[src/hdl/tbsc_pkg.sv]
package tbsc_pkg;
	localparam logic [7:0]  TBSC_OFF_PMC    = 8'h00;
	localparam logic [7:0]  TBSC_OFF_CKS    = 8'h04;
	localparam logic [7:0]  TBSC_OFF_STAT   = 8'h08;
	localparam logic [7:0]  TBSC_OFF_IRQ    = 8'h0C;
	localparam logic [7:0]  TBSC_OFF_RSTF   = 8'h10;
	// power-mode control bit positions
	localparam int          TBSC_B_SLP      = 0;
	localparam int          TBSC_B_STP      = 1;
	localparam int          TBSC_B_TMD      = 2;
	localparam int          TBSC_B_SPL      = 3;
	// clock select bit positions
	localparam int          TBSC_B_SCS      = 0;
	localparam int          TBSC_B_MCS      = 1;
	localparam int          TBSC_B_WS0      = 2;
	localparam int          TBSC_B_SCM      = 4;
	localparam logic [3:0]  TBSC_PMC_RST    = 4'h4;
	localparam logic [3:0]  TBSC_CKS_RST    = 4'h3;
	localparam logic [1:0]  TBSC_WS_PLL_MIN = 2'h2;
	localparam logic [2:0]  TBSC_LVL_THRESH = 3'h7;
	localparam logic [1:0]  TBSC_RESP_OKAY  = 2'h0;
	localparam logic [1:0]  TBSC_RESP_SLVERR = 2'h2;
	localparam int          TBSC_SUB_WAIT_EXP = 14;
	localparam logic [2:0]  TBSC_SRC_EXT    = 3'h1;
	localparam logic [2:0]  TBSC_SRC_TBT    = 3'h2;
	localparam logic [2:0]  TBSC_SRC_WT     = 3'h4;
	localparam logic [1:0]  TBSC_VAR_MAIN   = 2'h0;
	localparam logic [1:0]  TBSC_VAR_PLL    = 2'h1;
	localparam logic [1:0]  TBSC_VAR_SUB    = 2'h2;

	typedef enum logic [2:0] {
		TBSC_RUN     = 3'b000,
		TBSC_TBT     = 3'b001,
		TBSC_STOP    = 3'b010,
		TBSC_OSCWAIT = 3'b011,
		TBSC_RESET   = 3'b100
	} tbsc_state_t;

	typedef struct packed {
		logic       hclk_run;
		logic       sclk_run;
		logic       timers_run;
		logic       lvd_run;
		logic       others_run;
		logic       retain;
		logic       pin_hiz;
		logic       pin_hold;
	} tbsc_ctl_t;
endpackage : tbsc_pkg

[src/hdl/tbsc_ctrl.sv]
// Our own choices: the register offsets and register access over AXI4-Lite.
`timescale 1ns/1ns
// How it works
// - writing zero to timer_mode_bit outside subclock mode enters timebase timer mode
// - timebase timer mode runs only clocks, timers and low-voltage detector
// - registers and RAM retained throughout timebase timer and stop modes
// - a pending interrupt blocks timebase timer entry; CPU just continues
// - pin_hold_select picks pin hold or high impedance in standby
// - reset factor in timebase timer mode goes to main clock then reset
// - watch, timebase or external request above level 7 cancels timebase mode
// - after interrupt wake the CPU continues or branches per its acceptance
// - timebase mode returns to the main or PLL clock it came from
// - writing one to stop_request_bit enters main, PLL or sub stop per selects
// - stop mode halts both oscillation clock and subclock
// - stop wins when stop and sleep are written together
// - a pending interrupt blocks stop entry; CPU just continues
// - stop release waits for the oscillator stabilization time
// - reset factor in stop times main wait, then enters reset sequence
// - only external requests above level 7 cancel stop; seen after the wait
// - PLL stop recovery counts main and PLL waits together by osc_wait_select
// - after stop wake the next instruction runs, then the interrupt
// - sub-stop recovery waits a fixed 2^14 subclock periods
// - qualifying interrupts wake regardless of CPU interrupt acceptance
// - pin_hold_select lives in the power-mode control register
module tbsc_ctrl
	import tbsc_pkg::*;
#(
	parameter int MAIN_WAIT_EXP0 = 10,
	parameter int MAIN_WAIT_EXP1 = 13,
	parameter int MAIN_WAIT_EXP2 = 15,
	parameter int MAIN_WAIT_EXP3 = 17
) (
	input  wire logic        aclk,
	input  wire logic        aresetn,
	input  wire logic [7:0]  s_axi_awaddr,
	input  wire logic        s_axi_awvalid,
	output logic             s_axi_awready,
	input  wire logic [31:0] s_axi_wdata,
	input  wire logic [3:0]  s_axi_wstrb,
	input  wire logic        s_axi_wvalid,
	output logic             s_axi_wready,
	output logic [1:0]       s_axi_bresp,
	output logic             s_axi_bvalid,
	input  wire logic        s_axi_bready,
	input  wire logic [7:0]  s_axi_araddr,
	input  wire logic        s_axi_arvalid,
	output logic             s_axi_arready,
	output logic [31:0]      s_axi_rdata,
	output logic [1:0]       s_axi_rresp,
	output logic             s_axi_rvalid,
	input  wire logic        s_axi_rready,
	input  wire logic        irq_pending,
	input  wire logic [2:0]  irq_source,
	input  wire logic [2:0]  request_priority_level,
	input  wire logic        reset_factor,
	output tbsc_ctl_t        ctl,
	output logic             cpu_resume,
	output logic             reset_seq_req
);
	tbsc_state_t state_r, state_nxt;
	logic [3:0]  pmc_r;
	logic [3:0]  cks_r;
	logic [1:0]  var_r;
	logic        rst_wake_r;
	logic [17:0] wcnt_r;
	logic [17:0] wlimit;
	logic        aw_hold_r, w_hold_r;
	logic [7:0]  awaddr_r;
	logic [31:0] wdata_r;
	logic [3:0]  wstrb_r;
	logic        irq_s1_r, irq_s2_r, rf_s1_r, rf_s2_r;
	logic [2:0]  src_s1_r, src_s2_r, lvl_s1_r, lvl_s2_r;
	logic        resume_r, rstreq_r;
	tbsc_ctl_t   ctl_r;

	// two-stage capture of the external wake and reset inputs
	always_ff @(posedge aclk) begin
		irq_s1_r <= irq_pending;
		irq_s2_r <= irq_s1_r;
		src_s1_r <= irq_source;
		src_s2_r <= src_s1_r;
		lvl_s1_r <= request_priority_level;
		lvl_s2_r <= lvl_s1_r;
		rf_s1_r  <= reset_factor;
		rf_s2_r  <= rf_s1_r;
	end

	function automatic logic [17:0] wait_len(input logic [1:0] ws);
		case (ws)
			2'h0:    wait_len = 18'(1) << MAIN_WAIT_EXP0;
			2'h1:    wait_len = 18'(1) << MAIN_WAIT_EXP1;
			2'h2:    wait_len = 18'(1) << MAIN_WAIT_EXP2;
			default: wait_len = 18'(1) << MAIN_WAIT_EXP3;
		endcase
	endfunction : wait_len

	// smaller level value means higher priority; level 7 never wakes
	wire        lvl_ok   = lvl_s2_r < TBSC_LVL_THRESH;
	wire        tbt_wake = irq_s2_r && lvl_ok && ((src_s2_r & (TBSC_SRC_EXT | TBSC_SRC_TBT | TBSC_SRC_WT)) != 3'h0);
	wire        stp_wake = irq_s2_r && lvl_ok && ((src_s2_r & TBSC_SRC_EXT) != 3'h0);
	wire        sub_sel  = ~cks_r[TBSC_B_SCS];
	wire [1:0]  ws       = pmc_ws();
	wire [1:0]  stop_var = sub_sel ? TBSC_VAR_SUB :
	                       (cks_r[TBSC_B_MCS] ? TBSC_VAR_MAIN : TBSC_VAR_PLL);

	function automatic logic [1:0] pmc_ws();
		pmc_ws = cks_r[TBSC_B_WS0 +: 2];
	endfunction : pmc_ws

	// bus write decode
	wire        wr_fire   = aw_hold_r && w_hold_r && !s_axi_bvalid;
	wire        wr_pmc    = wr_fire && awaddr_r == TBSC_OFF_PMC && wstrb_r[0];
	wire        wr_cks    = wr_fire && awaddr_r == TBSC_OFF_CKS && wstrb_r[0];
	wire        wr_ok     = awaddr_r == TBSC_OFF_PMC || awaddr_r == TBSC_OFF_CKS;
	wire        in_run    = state_r == TBSC_RUN;
	wire        req_stp   = wr_pmc && in_run && wdata_r[TBSC_B_STP];
	wire        req_tmd   = wr_pmc && in_run && !wdata_r[TBSC_B_TMD] && !sub_sel;
	wire        enter_stp = req_stp && !irq_s2_r;
	wire        enter_tbt = req_tmd && !req_stp && !irq_s2_r;
	wire        wait_done = wcnt_r >= wlimit;

	always_comb begin
		if (var_r == TBSC_VAR_SUB && !rst_wake_r)
			wlimit = 18'(1) << TBSC_SUB_WAIT_EXP;
		else
			wlimit = wait_len(ws);
	end

	always_comb begin
		state_nxt = state_r;
		case (state_r)
			TBSC_RUN: begin
				if (enter_stp)
					state_nxt = TBSC_STOP;
				else if (enter_tbt)
					state_nxt = TBSC_TBT;
			end
			TBSC_TBT: begin
				if (rf_s2_r)
					state_nxt = TBSC_RESET;
				else if (tbt_wake)
					state_nxt = TBSC_RUN;
			end
			TBSC_STOP: begin
				if (rf_s2_r || stp_wake)
					state_nxt = TBSC_OSCWAIT;
			end
			TBSC_OSCWAIT: begin
				if (wait_done)
					state_nxt = rst_wake_r ? TBSC_RESET : TBSC_RUN;
			end
			TBSC_RESET: state_nxt = TBSC_RUN;
			default:    state_nxt = TBSC_RUN;
		endcase
	end

	always_ff @(posedge aclk) begin
		if (!aresetn) begin
			state_r    <= TBSC_RUN;
			var_r      <= TBSC_VAR_MAIN;
			rst_wake_r <= 1'b0;
			wcnt_r     <= 18'h0;
		end else begin
			state_r <= state_nxt;
			if (enter_stp)
				var_r <= stop_var;
			else if (enter_tbt)
				var_r <= cks_r[TBSC_B_MCS] ? TBSC_VAR_MAIN : TBSC_VAR_PLL;
			if (state_r == TBSC_STOP)
				rst_wake_r <= rf_s2_r;
			wcnt_r <= (state_r == TBSC_OSCWAIT) ? wcnt_r + 18'h1 : 18'h0;
		end
	end

	// control registers; wake restores run values
	always_ff @(posedge aclk) begin
		if (!aresetn) begin
			pmc_r <= TBSC_PMC_RST;
			cks_r <= TBSC_CKS_RST;
		end else begin
			if (wr_pmc)
				pmc_r <= wdata_r[3:0];
			if (state_r != TBSC_RUN && state_nxt == TBSC_RUN) begin
				pmc_r[TBSC_B_TMD] <= 1'b1;
				pmc_r[TBSC_B_STP] <= 1'b0;
				pmc_r[TBSC_B_SLP] <= 1'b0;
			end else if (wr_pmc && (irq_s2_r || !in_run)) begin
				pmc_r[TBSC_B_TMD] <= 1'b1;
				pmc_r[TBSC_B_STP] <= 1'b0;
			end
			if (wr_cks && in_run)
				cks_r <= wdata_r[3:0];
			if (state_nxt == TBSC_RESET)
				cks_r[TBSC_B_MCS] <= 1'b1;
		end
	end

	wire in_tbt  = state_r == TBSC_TBT;
	wire in_stop = state_r == TBSC_STOP || state_r == TBSC_OSCWAIT;
	wire standby = in_tbt || in_stop;

	always_ff @(posedge aclk) begin
		if (!aresetn) begin
			ctl_r    <= '0;
			resume_r <= 1'b0;
			rstreq_r <= 1'b0;
		end else begin
			ctl_r.hclk_run   <= !in_stop;
			ctl_r.sclk_run   <= !in_stop;
			ctl_r.timers_run <= !in_stop;
			ctl_r.lvd_run    <= !in_stop;
			ctl_r.others_run <= !standby;
			ctl_r.retain     <= standby;
			ctl_r.pin_hiz    <= standby && pmc_r[TBSC_B_SPL];
			ctl_r.pin_hold   <= standby && !pmc_r[TBSC_B_SPL];
			resume_r         <= standby && state_nxt == TBSC_RUN;
			rstreq_r         <= state_nxt == TBSC_RESET;
		end
	end
	assign ctl           = ctl_r;
	assign cpu_resume    = resume_r;
	assign reset_seq_req = rstreq_r;

	// AXI4-Lite slave, one write and one read at a time
	always_ff @(posedge aclk) begin
		if (!aresetn) begin
			aw_hold_r    <= 1'b0;
			w_hold_r     <= 1'b0;
			awaddr_r     <= 8'h0;
			wdata_r      <= 32'h0;
			wstrb_r      <= 4'h0;
			s_axi_bvalid <= 1'b0;
			s_axi_bresp  <= TBSC_RESP_OKAY;
		end else begin
			if (s_axi_awvalid && s_axi_awready) begin
				aw_hold_r <= 1'b1;
				awaddr_r  <= s_axi_awaddr;
			end
			if (s_axi_wvalid && s_axi_wready) begin
				w_hold_r <= 1'b1;
				wdata_r  <= s_axi_wdata;
				wstrb_r  <= s_axi_wstrb;
			end
			if (wr_fire) begin
				aw_hold_r    <= 1'b0;
				w_hold_r     <= 1'b0;
				s_axi_bvalid <= 1'b1;
				s_axi_bresp  <= wr_ok ? TBSC_RESP_OKAY : TBSC_RESP_SLVERR;
			end else if (s_axi_bready) begin
				s_axi_bvalid <= 1'b0;
			end
		end
	end
	assign s_axi_awready = !aw_hold_r && !s_axi_bvalid;
	assign s_axi_wready  = !w_hold_r && !s_axi_bvalid;

	wire [31:0] rd_pmc  = {28'h0, pmc_r};
	wire [31:0] rd_cks  = {27'h0, !sub_sel, cks_r[TBSC_B_WS0 +: 2], cks_r[1:0]};
	wire [31:0] rd_stat = {27'h0, var_r, state_r};
	wire [31:0] rd_irq  = {25'h0, irq_s2_r, src_s2_r, lvl_s2_r};
	wire [31:0] rd_mux  = (s_axi_araddr == TBSC_OFF_PMC)  ? rd_pmc :
	                      (s_axi_araddr == TBSC_OFF_CKS)  ? rd_cks :
	                      (s_axi_araddr == TBSC_OFF_STAT) ? rd_stat :
	                      (s_axi_araddr == TBSC_OFF_IRQ)  ? rd_irq : 32'h0;
	wire        rd_ok   = s_axi_araddr == TBSC_OFF_PMC || s_axi_araddr == TBSC_OFF_CKS ||
	                      s_axi_araddr == TBSC_OFF_STAT || s_axi_araddr == TBSC_OFF_IRQ;

	always_ff @(posedge aclk) begin
		if (!aresetn) begin
			s_axi_rvalid <= 1'b0;
			s_axi_rdata  <= 32'h0;
			s_axi_rresp  <= TBSC_RESP_OKAY;
		end else if (s_axi_arvalid && s_axi_arready) begin
			s_axi_rvalid <= 1'b1;
			s_axi_rdata  <= rd_mux;
			s_axi_rresp  <= rd_ok ? TBSC_RESP_OKAY : TBSC_RESP_SLVERR;
		end else if (s_axi_rready) begin
			s_axi_rvalid <= 1'b0;
		end
	end
	assign s_axi_arready = !s_axi_rvalid;
endmodule : tbsc_ctrl

[config.mk]
export PLATFORM = sky130hd
export DESIGN_NAME = tbsc_ctrl
export DESIGN_NICKNAME = d
export VERILOG_FILES = /design/src/hdl/tbsc_pkg.sv /design/src/hdl/tbsc_ctrl.sv
export SDC_FILE = /design/constraint.sdc
export NUM_CORES = 1
export LEC_CHECK = 0
export ABC_AREA = 0
export BUFFER_PORTS_ARGS = -buffer_cell sky130_fd_sc_hd__buf_2
export CAP_MARGIN = 20
export CORE_ASPECT_RATIO = 1.2
export CORE_UTILIZATION = 50
export CTS_CLUSTER_DIAMETER = 120
export DETAILED_ROUTE_END_ITERATION = 7
export PLACE_DENSITY = 0.79
export SKIP_LAST_GASP = 1
export SLEW_MARGIN = 20
export SYNTH_ARGS = -nofsm -noshare
export SYNTH_HDL_FRONTEND = slang
export SYNTH_SLANG_ARGS = --single-unit
[constraint.sdc]
create_clock -name aclk -period 4.3 [get_ports aclk]
set_input_delay 0.215 -clock aclk [delete_from_list [all_inputs] [get_ports aclk]]
set_output_delay 0.215 -clock aclk [all_outputs]
set_load 0.005 [all_outputs]
; ---- After elaboration in Yosys (flattened, before gate mapping)
; Index checks and enable logic that the tools add are counted.
[word_totals]
ff_bits = 108
latch_bits = 0
ram_bits = 0
romBits = 0
inputBits = 67
out_inout_bits = 51
elab_cells = 136
n_memories = 0
[op_classes]
add_sub_neg = 1
mul = 0
n_div = 0
n_lt_le_gt_ge = 2
n_eq_ne = 11
n_shift = 0
mux = 24
bitwise = 1
reduce_logical = 63
[ops]
columns = operator, count
row1 = 18-bit case mux with 3 select lines, 1
row2 = 1-bit logical AND, 28
row3 = 7-bit two-way mux, 4
row4 = 3-bit two-way mux, 7
row5 = "18-bit by 1-bit adder with 18-bit output, second input constant", 1
row6 = 18-bit >= comparator, 1
row7 = 18-bit two-way mux, 1
row8 = "8-bit by 3-bit == test with 1-bit output, second input constant", 2
row9 = "8-bit by 4-bit == test with 1-bit output, second input constant", 2
row10 = 8-bit zero test, 2
row11 = 1-bit zero test, 12
row12 = 3-bit case mux with 4 select lines, 1
row13 = 2-bit two-way mux, 5
row14 = 1-bit logical OR, 8
row15 = "3-bit by 2-bit == test with 1-bit output, second input constant", 2
row16 = 3-bit zero test, 2
row17 = 2-bit nonzero test, 3
row18 = 3-bit nonzero test, 2
row19 = 2-bit OR reduction, 3
row20 = 1-bit two-way mux, 5
row21 = "2-bit == test, second input constant", 2
row22 = "3-bit by 1-bit == test with 1-bit output, second input constant", 1
row23 = "3-bit == test, second input constant", 1
row24 = "3-bit < comparator, second input constant", 1
row25 = 5 further kinds, 5

; ---- Depth between registers and ports, before layout
; Gate-level depths: netlist (run 1).
[logic_depth]
word_depth = 15
depth_mapped = 10
mapped_depth_nobuf = 10

; ---- Worst setup path after synthesis (run 1)
; OpenSTA, ideal clock, no wires.
[synth_path]
path_type = register -> register
startpoint = reg var_r[1]
endpoint = reg pmc_r[0]
setup_ns = 0.116
arrival_time_ns = 2.181
required_ns = 4.184
slack_ns = 2.003
path_stages_with_launch = 10
n_path_buf = 0
period_less_slack_ns = 2.297
cell_sequence = dfxtp_1 nor3b_1 nor3_1 ha_1 and3b_1 nand4_1 a221oi_1 a2bb2oi_1 o211ai_1 and3_1
[synth_via]
elab_chain_cells = 9
[synth_rtl]
columns = item, line
row1 = start: declaration, tbsc_ctrl.sv:63  ; logic [1:0] var_r;
row2 = start signal: assignment, tbsc_ctrl.sv:166  ; var_r <= stop_var;
row3 = start signal: assignment, tbsc_ctrl.sv:168  ; var_r <= cks_r[TBSC_B_MCS] ? TBSC_VAR_MAIN : TBSC_VAR_PLL;
row4 = 2-bit == test, tbsc_ctrl.sv:123  ; if (var_r == TBSC_VAR_SUB && !rst_wake_r)
row5 = 1-bit logical AND, tbsc_ctrl.sv:123
row6 = 18-bit two-way mux, tbsc_ctrl.sv:123
row7 = 18-bit >= comparator, tbsc_ctrl.sv:120  ; wire wait_done = wcnt_r >= wlimit;
row8 = 3-bit two-way mux, tbsc_ctrl.sv:149  ; if (wait_done)
row9 = 3-bit case mux with 4 select lines, tbsc_ctrl.sv:131  ; case (state_r)
row10 = 3-bit zero test, tbsc_ctrl.sv:183  ; if (state_r != TBSC_RUN && state_nxt == TBSC_RUN) begin
row11 = 1-bit logical AND, tbsc_ctrl.sv:183
row12 = 2-bit OR reduction (no line), -
row13 = end signal: assignment, tbsc_ctrl.sv:182  ; pmc_r <= wdata_r[3:0];
row14 = end: declaration, tbsc_ctrl.sv:61  ; logic [3:0] pmc_r;
; No other way between the ends.
; A chain may end at the register's enable or synchronous reset.

; ---- Worst setup path in the final report (run 1)
[layout_path]
startpoint = reg var_r[1]
endpoint = reg resume_r (netlist: cpu_resume)
[layout_via]
elab_chain_cells = 8
[layout_rtl]
columns = item, line
row1 = 2-bit == test, tbsc_ctrl.sv:123
row2 = 1-bit logical AND, tbsc_ctrl.sv:123
row3 = 18-bit two-way mux, tbsc_ctrl.sv:123
row4 = 18-bit >= comparator, tbsc_ctrl.sv:120
row5 = 3-bit two-way mux, tbsc_ctrl.sv:149
row6 = 3-bit case mux with 4 select lines, tbsc_ctrl.sv:131
row7 = 3-bit zero test, tbsc_ctrl.sv:216  ; resume_r <= standby && state_nxt == TBSC_RUN;
row8 = 1-bit logical AND, tbsc_ctrl.sv:216
row9 = end signal: assignment, tbsc_ctrl.sv:205  ; resume_r <= 1'b0;
row10 = end signal: assignment, tbsc_ctrl.sv:216
row11 = end: declaration, tbsc_ctrl.sv:73  ; logic resume_r, rstreq_r;
; No other way between the ends.

==> results of run 1 <==
-- layout make-up --
| cell class | instances | area, um^2 | area share |
|---|---|---|---|
| multi-input combinational | 266 | 1660 | 0.415 |
| sequential | 81 | 1620 | 0.405 |
| timing repair buffer | 67 | 375 | 0.0938 |
| clock buffer | 11 | 141 | 0.0353 |
| tap | 87 | 109 | 0.0272 |
| inverter | 14 | 52.6 | 0.0131 |
| clock inverter | 3 | 42.5 | 0.0106 |
-- sequential cells by signal (all words and copies together) (netlist names), 2 cells and up --
name / flops
wcnt_r: 18
s_axi_rdata: 7
pmc_r: 4
cks_r: 4
lvl_s1_r: 3
wdata_r: 4
src_s2_r: 3
src_s1_r: 3
state_r: 3
awaddr_r: 8
ctl: 5
lvl_s2_r: 3
var_r: 2
-- metal layers --
layer | share of wire | GRT usage | vias to the layer above
met4 | 0.0071 | 0.0787 | 0
met3 | 0.042 | 0.0573 | 4
met5 | 0 | 0 | -
met2 | 0.50 | 0.301 | 51
met1 | 0.45 | 0.200 | 1152
li1 | - | - | 1344
-- power by group through the flow --
stage / Sequential [mW] / Combinational (mW) / Clock [mW]
after detailed placement: 0.803 / 0.0891 / 0
after global placement: 0.802 / 0.0875 / 0
final: 0.786 / 0.0948 / 0.521
after floorplan: 0.799 / 0.0792 / 0
after global routing: 0.788 / 0.107 / 0.568
after CTS: 0.785 / 0.0948 / 0.539
-- worst max path at each step --
stage,from,end,slack [ns]
detailed placement,var_r[1],cpu_resume,1.57
global route,var_r[1],cpu_resume,1.22
global placement,var_r[1],cpu_resume,1.65
finish,var_r[1],cpu_resume,1.55
CTS,var_r[1],cpu_resume,1.51
floorplan,var_r[1],pmc_r[0],2.00
-- metrics by stage --
stage                     hold WS (ns)   util
after floorplan                  0.243      -
after global placement           0.312  0.549
after detailed placement         0.312  0.549
after CTS                       0.0954  0.588
after global routing            0.0942  0.588
final                            0.111  0.588
-- worst max-delay path, cell delays in order (launching register included) --
cell and delay, ns:
dfxtp_1 0.37, nor3b_1 0.39, nor3_1 0.11, ha_1 0.30, and3b_1 0.17, nand4_1 0.11, a221oi_1 0.52, nand3_1 0.14
a21boi_0 0.39, nor4_1 0.13
-- cell usage in the layout (no fill, tap or decap), types with 4 or more instances in the layout --
master / netlist / final
a21boi_0: 12 / 12
a21oi_1: 8 / 8
a22oi_1: 4 / 4
and2_1: 12 / 12
and3_1: 5 / 5
buf_2: 0 / 59
clkbuf_8: 1 / 10
conb_1: 1 / 27
dfxtp_1: 81 / 81
dlygate4sd3_1: 0 / 8
ha_1: 7 / 7
inv_1: 14 / 14
mux2i_1: 11 / 11
mux4_2: 4 / 4
nand2_1: 36 / 36
nand3_1: 15 / 15
nand4_1: 7 / 7
nor2_1: 33 / 33
nor2b_1: 18 / 18
nor3_1: 6 / 6
nor4_1: 4 / 4
o21ai_0: 9 / 9
xnor2_1: 5 / 5
xor2_1: 10 / 10
-- cells by family after synthesis --
kind of cell	Yosys count
other cells	1
compound gates	47
simple gates	153
fa+ha+maj	7
xor+xnor	15
flops	81
mux	17
buf+inv	56
==> results.md, run 1 <==
- N_diodes: 0
- DPL Wire Length: about 4500 um
- Fmax: between 300 and 400 MHz
- RSZ-0062 raised after global routing: false
- Crit path max fanout: 4
- Worst skew pair latency: approximately 0.34 ns
- Least-Margin Pin Slew: between 0.6 and 0.7 ns
- Post-CTS Setup Repair Bufs: 0
- Synth Instances: about 380
- Site row count: 33
- CTS tree: built
- Final Non-Filler Cells: 529
- Critical path startpoint category: flip-flop
- Comb pwr share: 0.068
- Die ar.: between 7000 and 8000 um^2
- GPL Wtd Cong: 0.805
- Post-route DRC violation count: 0
- Area share of and/or/nand/nor cells after synthesis: 0.227
- Root Buffer: clkbuf_8
- Clock power share: 0.372
- Endpoints failing setup: 0
- Wire per inst: 11.9 um
- Final Hold Vio Count: 0
- Worst min-delay path class: in -> reg
- Fin. max-slew vios: 0
- DR vias: between 2k and 3k
- Data arrival time of the worst path: between 2 and 3 ns
- Main combinational cell family by area after synthesis: simple AND/OR/NAND/NOR gates
- Reg-to-Reg Start: var_r[1]
- Outcome: finished, final reports clean
- Reg2reg end: cpu_resume
- Post-synth EDFFs: 0
- Dpl cells: ~510
- CTS Buffer Depth: 2
- Vias per cell: around 4.8
- Ys flop type: dfxtp_1
- Final Cell Area: around 4000 um^2
- Share of power burned in registers: 0.561
- Layout Nets: between 500 and 600
- Die height: between 90 and 100 um
- Initial DRC Count: between 100 and 150
- Final antenna-violating net count: 0
- Slew HR: 0.556
- Power, Total: around 1.4 mW
- Switch Pwr: between 300 and 400 uW
- Sw frac: 0.219
- Leakage power total: about 1.7 nW
- Share of cells above drive strength 1: 0.192
- Synth top area share: 0.460
- R2R setup slack: between 1.5 and 2 ns
- Number of hold buffers added after CTS: 8
- GR Overflow Total: 0
- Most frequent cells after synthesis: dfxtp_1, nand2_1, nor2_1, buf_4, nor2b_1
- Fillers: roughly 600
- PwrDens: 350 nW/um^2
- Min cycle time layout: approximately 2.7 ns
- Top-count cell post-synth: dfxtp_1
- CP Class: reg -> reg
- IO buf count: 59
- Router iterations before antenna repair: 4
- H-tree depth: 3
- Post-synthesis xor/xnor area fraction: 0.0373
- Final WL: 6300 um
- # clock sinks: 81
- Largest net degree at the start of global routing: 45
- Reg clk slew, reported paths: 0.07 ns
- Total Routing Usage GR: 0.177
- Core Area: ~6800 um^2
- Number of max-cap violations: 0
- Post-Place Cell Area: around 3700 um^2
- Hold Path End: s_axi_rvalid
- Synth warn: 0
- Worst IR Drop VDD: ~0.2 mV
- Initial antenna violation count: 0
- Starting density of the core: 0.518
- Hold Crit Depth: 2
- Avg Synthesized Cell Area: 9.35 um^2
- CP endpoint kind: flip-flop
- Cts bufs inserted: 9
- Yosys reg bits: just over 80
- Sum Neg Setup Slack: 0 ns
- Async S/R FF share, synth: 0
- Area grow syn2layout: 13.6%
- Setup ws final: 1.55 ns
- Die X: between 70 and 80 um
- Post-synthesis mux area share: 0.0632
- # IOs: between 100 and 150
- Post-CTS Resized: 0
- Period utilization: 0.639
- Ranking of synthesized cells by area: dfxtp_1, buf_4, nand2_1
- Dpl ws: around 1.6 ns
- Post-Synth Adder-Cell Area: 0.0248
- Yosys cell types: 50
- Req. time, crit path: 4.51 ns
- Sequential share of the synthesized area: 0.460
- Synth area leader: dfxtp_1
- Complex-gate fraction of the synthesized area: 0.0901
- Vias in the first global route: ~2.2k
- Clock skew: a little under 0.005 ns
- Internal power: around 1.1 mW
- Post-Syn Area: approximately 3500 um^2
- Reg2Reg Depth: 9
- First-pass GRT wire length: about 10000 um
- Hold Crit Start: s_axi_arvalid
No activity file was read; power rests on OpenSTA's default activity.
==> inputs of run 2 (changes only) <==
Settings changed: ABC_AREA 0 to 1, CORE_UTILIZATION 50 to 46, PLACE_DENSITY 0.79 to 0.76.
Clock period 4.3 ns to 2.3 ns, I/O delays scaled along.
==> run 2 against run 1 <==
Effect of this change:
- worst setup slack got worse by 1.3 ns
- non-clock buffer count unchanged
- global-route usage is 0.60 points higher
- critical endpoint is now pmc_r[1]
- largest cell class is now flip-flops and latches
- highest routed layer unchanged
- utilization is 3.9 points lower
- critical path type unchanged
- total power rose by 110%
- synthesized area increased by 2.6%
==> results.md, run 2 <==
- Outcome: finished, final reports clean
- Starting density of the core: 0.472
- Die ar.: slightly above 8000 um^2
- Crit path max fanout: 5
- Post-Syn Area: around 3600 um^2
- Most common cell after layout, fill and taps aside: dfxtp_1
- Number of max-cap violations: 0
- Initial antenna violation count: 0
- Wire per inst: 10.9 um
- Switch Pwr: roughly 650 uW
- Worst IR Drop VDD: ~0.66 mV
- Synth area leader: dfxtp_1
- GR Overflow Total: 0
- Core Area: ~7700 um^2
- Bufs and invs on worst path: 2
- Regs by FF count: wcnt_r x18, awaddr_r x8, s_axi_rdata x7
- IO buf count: a little under 60
- N_diodes: 0
- DR vias: 3,120
- Endpoints failing setup: 0
- Dpl ws: 0.164 ns
- Critical path origin: var_r[0]
- Initial DRC Count: 87
- Critical path startpoint category: flip-flop
- Async S/R FF share, synth: 0
- Clock skew: roughly 0.0086 ns
- Fin. max-slew vios: 0
- Top-count cell post-synth: dfxtp_1
- Synth top area share: 0.448
- CP Class: reg -> reg
- Critical Path Slowest Stage Cell: dfxtp_1
- Cts bufs inserted: 9
- Reg clk slew, reported paths: about 0.08 ns
- Internal power: about 2.3 mW
- CP endpoint kind: flip-flop
- Comb pwr share: 0.067
- Share of cells above drive strength 1: 0.196
- Worst min-delay path class: in -> reg
- Dpl cells: 625
- Cells along the critical path: inv_1 -> nand3_2 -> nand3_1 -> ha_1 -> inv_1 -> nor2_1 -> nand2_1 -> nand2_1 -> a21oi_1 -> nand2_1 -> nand2_1 -> nand2_1 -> nor2_1 -> nand2_1 -> nand3_1 -> nor2_1
- Die X: about 83 um
- Site row count: 35
- Post-synth EDFFs: 0
- Clock power share: 0.426
- Final Util: 0.549
- Synth Instances: between 400 and 500
- Worst skew pair latency: around 0.35 ns
- Share of power burned in registers: 0.507
- Final antenna-violating net count: 0
- Final Hold Vio Count: 0
- # IOs: about 120
- Avg Synthesized Cell Area: approximately 7.5 um^2
- Ranking of synthesized cells by area: dfxtp_1, nor2_1, nand2_1
- Crit path max-delay family: simple AND/OR/NAND/NOR gates
- Total Routing Usage GR: 0.183
- Post-route DRC violation count: 0
- Leakage power total: 1.89 nW
- Die height: 99.1 um
- Synth warn: 0
- Fillers: about 700
- H-tree depth: 3
- First-pass GRT wire length: about 12,000 um
- CTS tree: built
- Biggest register: wcnt_r
- Reg-to-Reg Start: var_r[0]
- Yosys cell types: 33
- Sequential share of the synthesized area: 0.448
- Most frequent cells after synthesis: dfxtp_1, nor2_1, nand2_1, inv_1, a21oi_1
- Max reg flops: 18
- R2R setup slack: 0.22 ns
- Min cycle time layout: 2.08 ns
- Vias per cell: 4.81
- DPL Wire Length: approximately 5300 um
- Largest net degree at the start of global routing: 27
- Req. time, crit path: between 2 and 3 ns
- Sw frac: 0.221
- Crit path largest cell delay: between 0.3 and 0.4 ns
- Yosys reg bits: just over 80
- GPL Wtd Cong: roughly 0.84
- Vias in the first global route: roughly 3.0k
- Router iterations before antenna repair: 4
- Sum Neg Setup Slack: 0 ns
- Most used cell, CP: nand2_1
- Fmax: between 400 and 500 MHz
- Area grow syn2layout: 16.3%
- Root Buffer: clkbuf_8
- PwrDens: a little under 700 nW/um^2
- Most frequent cells in the layout: dfxtp_1, nor2_1, nand2_1
- Layout Nets: 626
- Ys flop type: dfxtp_1
- # clock sinks: 81
- CTS Buffer Depth: 2
- Final Non-Filler Cells: ~650
- Hold Crit Start: s_axi_awaddr[1]
- Setup ws final: 0.225 ns
- Data arrival time of the worst path: 2.32 ns
- Period utilization: 0.902
- Final WL: 7090 um
- RSZ-0062 raised after global routing: false
## run 2: cell count changes in the layout (fill, tap and decap cells not counted), sizes merged, moves of 6 or more
cell | before | now
nor2 | 33 | 88
inv | 14 | 62
a21oi | 8 | 42
nand2 | 36 | 69
o21ai | 10 | 30
nor2b | 18 | 0
nand3 | 15 | 30
a21boi | 13 | 0
and2 | 13 | 0
mux2i | 11 | 0
xor2 | 10 | 2
nor3 | 6 | 12
## run 2: kinds of logic after synthesis
kind of cell,Yosys count,synth area share
adders and majority gates,7,0.0242
xor gates and xnor gates,3,0.00727
AOI/OAI and AO/OA,82,0.120
other,1,0.00104
DFF,81,0.448
buffers and inverters,97,0.132
and+or+nand+nor,212,0.267
## run 2: metal layers
layer | share of wire | track usage | vias to the layer above
met5 | 0 | 0 | -
met4 | 0.014 | 0.0756 | 0
met3 | 0.050 | 0.0432 | 8
met2 | 0.52 | 0.340 | 88
met1 | 0.42 | 0.198 | 1392
li1 | - | - | 1632
## run 2: worst paths after layout
check,cells after the start,end
hold / removal,3,awaddr_r[1]
setup reg to reg,16,pmc_r[1]
hold reg to reg,0,src_s2_r[2]
setup / recovery,16,pmc_r[1]
## run 2: power by group through the flow
stage | Sequential (mW) | Combinational [mW] | Clock, mW
global route | 1.49 | 0.224 | 1.32
global placement | 1.51 | 0.177 | 0
detailed placement | 1.51 | 0.182 | 0
CTS | 1.48 | 0.195 | 1.27
finish | 1.48 | 0.195 | 1.24
floorplan | 1.51 | 0.155 | 0
## run 2: worst min-delay path: stages
cell     delay, ns
buf_2         0.07
o21ai_0       0.07
nor2_1        0.08
## run 2: area by class of cell
class | count | area [um^2] | area share
Sequential cell | 81 | 1620 | 0.385
Multi-Input combinational cell | 331 | 1620 | 0.385
Timing Repair Buffer | 67 | 375 | 0.0892
Inverter | 62 | 233 | 0.0553
Clock buffer | 10 | 138 | 0.0327
Tap cell | 92 | 115 | 0.0274
Clock inverter | 5 | 104 | 0.0247
## run 2: metrics by stage
| stage | hold slack [ns] | cell area, um^2 | total power, mW |
|---|---|---|---|
| final | 0.0101 | 4210 | 2.92 |
| after global routing | 0.0173 | 4210 | 3.03 |
| after CTS | 0.00129 | 4200 | 2.94 |
| after detailed placement | 0.220 | 3880 | 1.70 |
| after global placement | 0.219 | 3880 | 1.69 |
| after floorplan | 0.143 | 3710 | 1.66 |
## run 2: repair_timing
| item | CTS | global route |
|---|---|---|
| resized for setup | 0 | 1 |
| setup endpoints to repair | 0 | 2 |
| buffers inserted | 0 | 0 |
| endpoints found under the hold margin | 8 | 0 |
| hold buffers | 8 | 0 |
